--- src/brgs_pkg.sv ---
// Constants and types for the bypass router contact select block
// What this block does
// [RULE1] Contact select asserted only when driven low
// [RULE2] Floating contact reads inactive, never switches routing
// [RULE3] Manual: contact one pulse puts input one on program
// [RULE4] Manual: contact two pulse puts input two on program
// [RULE5] Tally one high while input one on program
// [RULE6] Tally two high while input two on program
// [RULE7] Automatic: exactly one contact forces route, overrides quality
// [RULE8] Automatic: both high or low keeps quality switching
// [RULE9] Outputs keep the input video standard, no conversion
// [RULE10] Program outputs two and three follow output one
// [RULE11] Detect standard or high definition serial rate
// [RULE12] Detect colour black or tri-level reference automatically
// [RULE13] Input one primary, input two backup or preview
// [RULE14] Synchronise, debounce; completed low pulse is one request
package brgs_pkg;
	// Clock period in nanoseconds
	localparam int unsigned CLK_PERIOD_NS = 8;
	// Least stable time of a contact before it is believed, in microseconds
	localparam int unsigned DEB_TIME_US = 10000;
	// Debounce time as clock cycles, rounded up
	localparam int unsigned DEB_CYCLES = (DEB_TIME_US * 1000 + CLK_PERIOD_NS - 1) / CLK_PERIOD_NS;
	// Measurement window for rate and reference detection, in microseconds
	localparam int unsigned WIN_TIME_US = 100;
	// Window as clock cycles, rounded down
	localparam int unsigned WIN_CYCLES = (WIN_TIME_US * 1000) / CLK_PERIOD_NS;
	// Least transition count in one window that marks a high definition rate
	localparam int unsigned HD_TRANS_MIN = 6000;
	// Number of video inputs and program outputs
	localparam int unsigned NUM_INPUTS = 2;
	localparam int unsigned NUM_PGM = 3;
	// Idle level of a contact line (pulled up)
	localparam logic CONTACT_IDLE = 1'b1;
	// Route state: which input is on program
	typedef enum logic [1:0]
	{
		ROUTE_ONE = 2'b01,
		ROUTE_TWO = 2'b10
	} brgs_route_type;
	// Route taken out of reset
	localparam brgs_route_type ROUTE_RESET = ROUTE_ONE;
endpackage : brgs_pkg

--- src/brgs_contact_if.sv ---
// Carrier between a raw contact line and its filter
`timescale 1ns/1ns
interface brgs_contact_if;
	logic raw_n; // Raw contact level, low is asserted
	logic held_low; // Debounced level, high while contact is closed
	logic release_pulse; // One cycle at the end of a completed closure
	// Filter side
	modport filt
	(
		input raw_n,
		output held_low,
		output release_pulse
	);
	// User side
	modport user
	(
		output raw_n,
		input held_low,
		input release_pulse
	);
endinterface : brgs_contact_if

--- src/brgs_debounce.sv ---
// Synchroniser and debounce filter for one contact line
`timescale 1ns/1ns
module brgs_debounce
#(
	parameter int unsigned DEB_CYCLES = brgs_pkg::DEB_CYCLES
)
(
	// Clock and reset
	input wire logic clk_i,
	input wire logic rst_i,
	// Contact carrier
	brgs_contact_if.filt contact
);
	import brgs_pkg::*;
	localparam int unsigned CW = $clog2(DEB_CYCLES + 1);
	logic sync1_r; // First synchroniser stage
	logic sync2_r; // Second synchroniser stage
	logic stable_r; // Debounced contact level
	logic stable_nxt;
	logic [CW-1:0] cnt_r; // Cycles the level has differed
	logic [CW-1:0] cnt_nxt;
	logic rel_r; // Release pulse
	logic rel_nxt;
	// Next filter state
	always_comb
	begin
		stable_nxt = stable_r;
		cnt_nxt = cnt_r;
		rel_nxt = 1'b0;
		if (sync2_r == stable_r)
		begin
			// Bounce back, restart the wait
			cnt_nxt = '0;
		end
		else if (cnt_r == CW'(DEB_CYCLES - 1))
		begin
			// Level held long enough, take it
			stable_nxt = sync2_r;
			cnt_nxt = '0;
			rel_nxt = sync2_r; // RULE14
		end
		else
		begin
			cnt_nxt = cnt_r + 1'b1;
		end
	end
	// Registers; idle level at reset so a floating line never acts
	always_ff @(posedge clk_i or posedge rst_i)
	begin
		if (rst_i)
		begin
			sync1_r <= CONTACT_IDLE; // RULE2
			sync2_r <= CONTACT_IDLE;
			stable_r <= CONTACT_IDLE;
			cnt_r <= '0;
			rel_r <= 1'b0;
		end
		else
		begin
			sync1_r <= contact.raw_n; // RULE14
			sync2_r <= sync1_r;
			stable_r <= stable_nxt;
			cnt_r <= cnt_nxt;
			rel_r <= rel_nxt;
		end
	end
	// Low level means closed
	assign contact.held_low = ~stable_r; // RULE1
	assign contact.release_pulse = rel_r;
endmodule : brgs_debounce

--- src/brgs_router_ctrl.sv ---
// Route selection, tally and format detection for the bypass router
`timescale 1ns/1ns
module brgs_router_ctrl
#(
	parameter int unsigned DEB_CYCLES = brgs_pkg::DEB_CYCLES,
	parameter int unsigned WIN_CYCLES = brgs_pkg::WIN_CYCLES,
	parameter int unsigned HD_TRANS_MIN = brgs_pkg::HD_TRANS_MIN
)
(
	// Clock and reset
	input wire logic clk_i,
	input wire logic rst_i,
	// Contact inputs, low is asserted
	input wire logic select_input_one_contact_n_i,
	input wire logic select_input_two_contact_n_i,
	// Mode: high selects automatic switching
	input wire logic switch_mode_setting_i,
	// Per-input quality and transition samples
	input wire logic [brgs_pkg::NUM_INPUTS-1:0] input_valid_i,
	input wire logic [brgs_pkg::NUM_INPUTS-1:0] vid_trans_i,
	// Reference sync excursions above and below blanking
	input wire logic ref_pos_i,
	input wire logic ref_neg_i,
	// Crosspoint selects, high picks input two
	output logic [brgs_pkg::NUM_PGM-1:0] pgm_sel_o,
	output logic prev_sel_o,
	// Standard of each input and of each bus
	output logic [brgs_pkg::NUM_INPUTS-1:0] input_hd_o,
	output logic pgm_hd_o,
	output logic prev_hd_o,
	// Reference detection
	output logic ref_present_o,
	output logic ref_trilevel_o,
	// Tallies
	output logic tally_input_one_o,
	output logic tally_input_two_o
);
	import brgs_pkg::*;
	localparam int unsigned WW = $clog2(WIN_CYCLES + 1);

	// Contact filters, one per contact line
	logic [1:0] raw_n; // Raw contact levels
	logic [1:0] held_low; // Debounced closed levels
	logic [1:0] rel; // Completed closure pulses
	assign raw_n = {select_input_two_contact_n_i, select_input_one_contact_n_i};
	generate
		for (genvar c = 0; c < 2; c++)
		begin : g_contact
			brgs_contact_if cif ();
			assign cif.raw_n = raw_n[c];
			assign held_low[c] = cif.held_low;
			assign rel[c] = cif.release_pulse;
			brgs_debounce #(.DEB_CYCLES(DEB_CYCLES)) u_deb
			(
				.clk_i(clk_i),
				.rst_i(rst_i),
				.contact(cif.filt)
			);
		end
	endgenerate

	// Route state
	brgs_route_type route_r; // Input now on program
	brgs_route_type route_nxt;
	logic auto_force; // Exactly one contact held, in either mode; only automatic mode acts on it
	assign auto_force = held_low[0] ^ held_low[1]; // RULE7 RULE8

	// Next route
	always_comb
	begin
		route_nxt = route_r;
		if (!switch_mode_setting_i)
		begin
			// Manual: act on a completed pulse, ignore a tie
			if (rel[0] && !rel[1])
			begin
				route_nxt = ROUTE_ONE; // RULE3
			end
			else if (rel[1] && !rel[0])
			begin
				route_nxt = ROUTE_TWO; // RULE4
			end
		end
		else if (auto_force)
		begin
			// Forced route beats signal quality
			route_nxt = held_low[0] ? ROUTE_ONE : ROUTE_TWO; // RULE7
		end
		else
		begin
			// Quality switching, primary preferred
			if (input_valid_i[0])
			begin
				route_nxt = ROUTE_ONE; // RULE8 RULE13
			end
			else if (input_valid_i[1])
			begin
				route_nxt = ROUTE_TWO; // RULE8
			end
		end
	end

	// Route register
	always_ff @(posedge clk_i or posedge rst_i)
	begin
		if (rst_i)
		begin
			route_r <= ROUTE_RESET; // RULE13
		end
		else
		begin
			route_r <= route_nxt;
		end
	end

	// Window timer and per-window measurements
	logic [WW-1:0] win_r; // Window cycle count
	logic [WW-1:0] win_nxt;
	logic win_end; // Last cycle of a window
	logic pos_seen_r; // Positive excursion seen this window
	logic pos_seen_nxt;
	logic neg_seen_r; // Negative excursion seen this window
	logic neg_seen_nxt;
	logic ref_present_r;
	logic ref_present_nxt;
	logic ref_tri_r;
	logic ref_tri_nxt;
	logic [NUM_INPUTS-1:0] hd_r; // Detected rate per input
	logic [NUM_INPUTS-1:0] hd_nxt;
	wire [NUM_INPUTS-1:0] hd_hit; // Window count at or above the threshold
	assign win_end = (win_r == WW'(WIN_CYCLES - 1));

	// Next window and reference state
	always_comb
	begin
		win_nxt = win_end ? '0 : win_r + 1'b1;
		pos_seen_nxt = win_end ? 1'b0 : (pos_seen_r | ref_pos_i);
		neg_seen_nxt = win_end ? 1'b0 : (neg_seen_r | ref_neg_i);
		ref_present_nxt = ref_present_r;
		ref_tri_nxt = ref_tri_r;
		// Rate decision taken once per window
		hd_nxt = win_end ? hd_hit : hd_r; // RULE11
		if (win_end)
		begin
			// Tri-level has a positive pulse, black burst does not
			ref_present_nxt = pos_seen_r | neg_seen_r | ref_pos_i | ref_neg_i; // RULE12
			ref_tri_nxt = pos_seen_r | ref_pos_i; // RULE12
		end
	end

	// Per-input transition counters
	generate
		for (genvar i = 0; i < NUM_INPUTS; i++)
		begin : g_rate
			logic [WW-1:0] trans_r; // Transitions this window
			logic [WW-1:0] trans_nxt;
			// Next count
			always_comb
			begin
				trans_nxt = win_end ? '0 : trans_r + WW'(vid_trans_i[i]);
			end
			// Dense transitions mean the faster rate
			assign hd_hit[i] = (trans_r >= WW'(HD_TRANS_MIN)); // RULE11
			// Count register
			always_ff @(posedge clk_i or posedge rst_i)
			begin
				if (rst_i)
				begin
					trans_r <= '0;
				end
				else
				begin
					trans_r <= trans_nxt;
				end
			end
		end
	endgenerate

	// Window and detection registers
	always_ff @(posedge clk_i or posedge rst_i)
	begin
		if (rst_i)
		begin
			win_r <= '0;
			pos_seen_r <= 1'b0;
			neg_seen_r <= 1'b0;
			ref_present_r <= 1'b0;
			ref_tri_r <= 1'b0;
			hd_r <= '0;
		end
		else
		begin
			win_r <= win_nxt;
			pos_seen_r <= pos_seen_nxt;
			neg_seen_r <= neg_seen_nxt;
			ref_present_r <= ref_present_nxt;
			ref_tri_r <= ref_tri_nxt;
			hd_r <= hd_nxt;
		end
	end

	// Output registers
	logic [NUM_PGM-1:0] pgm_sel_r;
	logic [NUM_PGM-1:0] pgm_sel_nxt;
	logic prev_sel_r;
	logic prev_sel_nxt;
	logic pgm_hd_r;
	logic pgm_hd_nxt;
	logic prev_hd_r;
	logic prev_hd_nxt;
	logic tally_one_r;
	logic tally_one_nxt;
	logic tally_two_r;
	logic tally_two_nxt;

	// Next output values from the route
	always_comb
	begin
		// All program outputs share one select
		pgm_sel_nxt = {NUM_PGM{route_nxt == ROUTE_TWO}}; // RULE10
		prev_sel_nxt = (route_nxt == ROUTE_ONE); // RULE3 RULE4
		// Buses carry the standard of their source
		pgm_hd_nxt = (route_nxt == ROUTE_TWO) ? hd_nxt[1] : hd_nxt[0]; // RULE9
		prev_hd_nxt = (route_nxt == ROUTE_TWO) ? hd_nxt[0] : hd_nxt[1]; // RULE9
		tally_one_nxt = (route_nxt == ROUTE_ONE); // RULE5
		tally_two_nxt = (route_nxt == ROUTE_TWO); // RULE6
	end

	// Register outputs, reset to primary on program
	always_ff @(posedge clk_i or posedge rst_i)
	begin
		if (rst_i)
		begin
			pgm_sel_r <= '0;
			prev_sel_r <= 1'b1;
			pgm_hd_r <= 1'b0;
			prev_hd_r <= 1'b0;
			tally_one_r <= 1'b1;
			tally_two_r <= 1'b0;
		end
		else
		begin
			pgm_sel_r <= pgm_sel_nxt;
			prev_sel_r <= prev_sel_nxt;
			pgm_hd_r <= pgm_hd_nxt;
			prev_hd_r <= prev_hd_nxt;
			tally_one_r <= tally_one_nxt;
			tally_two_r <= tally_two_nxt;
		end
	end

	// Drive ports
	assign pgm_sel_o = pgm_sel_r;
	assign prev_sel_o = prev_sel_r;
	assign input_hd_o = hd_r;
	assign pgm_hd_o = pgm_hd_r;
	assign prev_hd_o = prev_hd_r;
	assign ref_present_o = ref_present_r;
	assign ref_trilevel_o = ref_tri_r;
	assign tally_input_one_o = tally_one_r;
	assign tally_input_two_o = tally_two_r;
endmodule : brgs_router_ctrl

--- config.mk ---
export PLATFORM = sky130hd
export DESIGN_NAME = brgs_router_ctrl
export DESIGN_NICKNAME = d
export VERILOG_FILES = /design/src/brgs_pkg.sv /design/src/brgs_contact_if.sv /design/src/brgs_debounce.sv /design/src/brgs_router_ctrl.sv
export SDC_FILE = /design/constraint.sdc
export NUM_CORES = 1
export LEC_CHECK = 0
export BUFFER_PORTS_ARGS = -buffer_cell sky130_fd_sc_hd__buf_2
export CAP_MARGIN = 30
export CORE_UTILIZATION = 53
export CTS_CLUSTER_SIZE = 14
export DETAILED_ROUTE_END_ITERATION = 6
export PLACE_DENSITY = 0.7
export SLEW_MARGIN = 5
export SYNTH_ARGS = -nofsm -noshare
export SYNTH_HDL_FRONTEND = slang
export SYNTH_HIERARCHICAL = 1
export SYNTH_SLANG_ARGS = --single-unit
--- constraint.sdc ---
create_clock -name clk_i -period 3.25 [get_ports clk_i]
set_input_delay 0.4875 -clock clk_i [delete_from_list [all_inputs] [get_ports clk_i]]
set_output_delay 0.4875 -clock clk_i [all_outputs]
set_load 0.02 [all_outputs]
==> impl_metrics.toml <==
[power]
pwr-share-clk_pct = 29.5
seqPwrFrac_pct = 59.3
power_density_nw_per_um2 = 463
p_int_mw = 1.82
leakage_nw = 2.33
pwr-share-comb_pct = 11.1
switching_power_mw = 0.698
vdd_drop_max_v = 0.000320
power_mw = 2.51
p_sw_share_pct = 27.7

[setup_path]
cp-start-kind = "flip-flop"
path_class = "reg2reg"
worstPathRequired_ns = 3.50
reg2regPathDepth = 6
cp.arrival_ns = 2.75
cp_max_fo = 14
critPathCaptureType = "flip-flop"

[synth]
synth_edf_count = 0
avgSynthCellArea_um2 = 10.1
synthTopCellsByCount = "dfrtp_1, nor2_1, xnor2_1, nand3_1, nand4_1"
yosys.area_share.simple_pct = 25.1
seq_area_frac_synth_pct = 52.1
synthCells = 497
synthXorXnorAreaFrac_pct = 10.6
synthMuxAreaShare_pct = 1.45
syn_nets = 515
synth_area_leaders = "dfrtp_1, xnor2_1, nor2_1"
synth_top_area_cell = "dfrtp_1"
yosysTopAreaCellShare_pct = 47.9
synth.ff_latch_count = 104
ys.flop_type = "dfrtp_1"
synth-compound-area-share_pct = 5.64
async_flop_share_pct = 100
synthAdderAreaFrac_pct = 1.75
yosysMostFrequentCell = "dfrtp_1"
synth_cell_types = 44
syn-cell-area_um2 = 5020
yosysWarnings = 6
synth_top_family_by_area = "simple AND/OR/NAND/NOR gates"

[sta]
holdWs_ns = 0.0348
drv_slew = 0
rsz0062_at_grt = "no"
setup_tns_ns = 0
worstMarginPinSlew_ns = 0.747
clock.fmax_mhz = 399
fin_crit_ns = 2.50
hold_viol = 0
min_period_over_period_pct = 77.1
max_slew_margin_pct = 49.8
setup_viol = 0
fin_worst_skew_ns = 0.0121

[cells_and_area]
multi_input_comb_area_um2 = 2240
finish.utilization_pct = 59.0
ff_latch_area_um2 = 2610
layout.nets = 535
layout-drive-gt1-share_pct = 13.2
fill_cells = 793
antenna_cells = 0
fin_cells = 633
area_delta_synth_final_pct = 8.20

[clock_tree]
cts_buffers = 9
cts_htree_levels = 3
cts_buffer_depth = 2
hold_buffers = 0
clk_latency_ns = 0.37
post_cts_resized = 0
cts_tree = "done"
clock_sinks = 104
post-cts-setup-buffers = 0
ctsRootBufferMaster = "clkbuf_8"
clk_pin_slew_ns = 0.10

[drt]
dr_total_vias = 3467
post-route-drc-count = 0
drt_wl_total_um = 8600
wl_per_cell_um = 13.6
first_pass_iters = 4
antenna_left = 0
drt_iter0_drc = 85
vias_per_cell = 5.48

[global_route]
grt_overflow_total = 0
grt_pass1_vias = 3327
grt_use_total_pct = 19.2
grt_first_pass_wirelength_um = 15000
antenna_found_initial = 0
grt_max_degree = 38

[floorplan]
rows = 35
dieArea_um2 = 9860
die_x_um = 99.3
initial_utilization_pct = 54.6
ioPinCount = 23
core-area_um2 = 9200
die_h_um = 99.3

[placed_design]
hpwl_um = 5950
port_buffers = 22
dp.cells = 616
gp_congestion = 0.805

[min_path]
hold_path_class = "in2async"

[run_status]
status = "finished clean"

[job]
maxCapViolCount = 0
[path summary, 6_finish.rpt]
| path | slack, ns | endpoint | from |
|---|---|---|---|
| max | 0.75 | win_r[12] | win_r[0] |
| min reg2reg | 0.36 | g_contact[1].u_deb/sync2_r | g_contact[1].u_deb/sync1_r |
| min in group clk_i | 0.21 | g_contact[0].u_deb/sync1_r | select_input_one_contact_n_i |
| min | 0.03 | g_contact[0].u_deb/cnt_r[5] | rst_i |
| max in group asynchronous | 2.24 | g_rate[0].trans_r[12] | rst_i |
| max reg2reg | 0.75 | win_r[12] | win_r[0] |
[worst max-delay path, cell delays in order (launching register included)]
cell,delay [ns]
dfrtp_1,0.43
ha_1,0.24
or4b_1,0.50
nor4_4,0.70
buf_4,0.32
nand2b_1,0.13
mux2i_1,0.07
[stage by stage]
step / cell area [um^2] / worst slack, ns
2_1_floorplan: 5020 / 1.23
3_3_place_gp: 5200 / 0.821
3_5_place_dp: 5220 / 0.762
4_1_cts: 5400 / 0.716
5_1_grt: 5430 / 0.468
6_report: 5430 / 0.745
[power groups by stage]
stage | Combinational, mW | Sequential, mW | Clock [mW]
after global routing | 0.330 | 1.51 | 0.816
after detailed placement | 0.280 | 1.51 | 0
after CTS | 0.282 | 1.49 | 0.778
final | 0.280 | 1.49 | 0.742
after global placement | 0.268 | 1.51 | 0
after floorplan | 0.223 | 1.49 | 0
[flip-flops by register name (all words and copies together) (netlist names)]
register                               cells
g_contact.u_deb/cnt_r                     42
g_contact.u_deb/contact.release_pulse      2
g_contact.u_deb/stable_r                   2
g_contact.u_deb/sync1_r                    2
g_contact.u_deb/sync2_r                    2
g_rate.trans_r                            28
input_hd_o                                 2
neg_seen_r                                 1
pgm_hd_o                                   1
pos_seen_r                                 1
prev_hd_o                                  1
ref_present_o                              1
ref_trilevel_o                             1
route_r                                    2
tally_input_one_o                          1
tally_input_two_o                          1
win_r                                     14
[layout make-up]
cell class	count	share of cell area (%)
Clock inverter	6	0.807
Clock buffer	10	2.54
Sequential cell	104	48.1
Inverter	22	1.52
Tap cell	111	2.56
Multi-Input combinational cell	353	41.2
Timing Repair Buffer	27	3.23
[metal layers]
metal | share of wire [%] | up-vias | routed length [um] | global-route usage, %
li1 | - | 1745 | - | -
met1 | 49 | 1673 | 4230 | 26.1
met2 | 46 | 43 | 3980 | 30.4
met3 | 3.3 | 6 | 286 | 4.71
met4 | 1.2 | 0 | 106 | 6.45
met5 | 0 | - | 0 | 0
[layout by cell type, fill, tap and decap left out, types with 5 or more instances in the layout]
cell      instances
nand2_1          20
and2_1            5
dfstp_2           8
mux2i_1           5
nor2b_1           8
nor4_1            6
and4_1            5
inv_1            21
nand3_1          30
nor3_1           15
xor2_1           22
a21oi_1          18
ha_1              7
and3_1           10
o21ai_0           9
buf_2            22
nand4_1          23
xnor2_1          39
or3_1             8
dfrtp_1          96
a31o_2            6
nor2_1           78
clkbuf_8         10
nand2b_1          6
[kinds of logic after synthesis]
kind of cell,after synthesis
AOI/OAI and AO/OA,46
xor gates and xnor gates,61
adders and majority gates,7
DFF,104
and+or+nand+nor,232
buffers and inverters,40
muxes,7
Note: power is estimated with default switching activity, not from simulation.
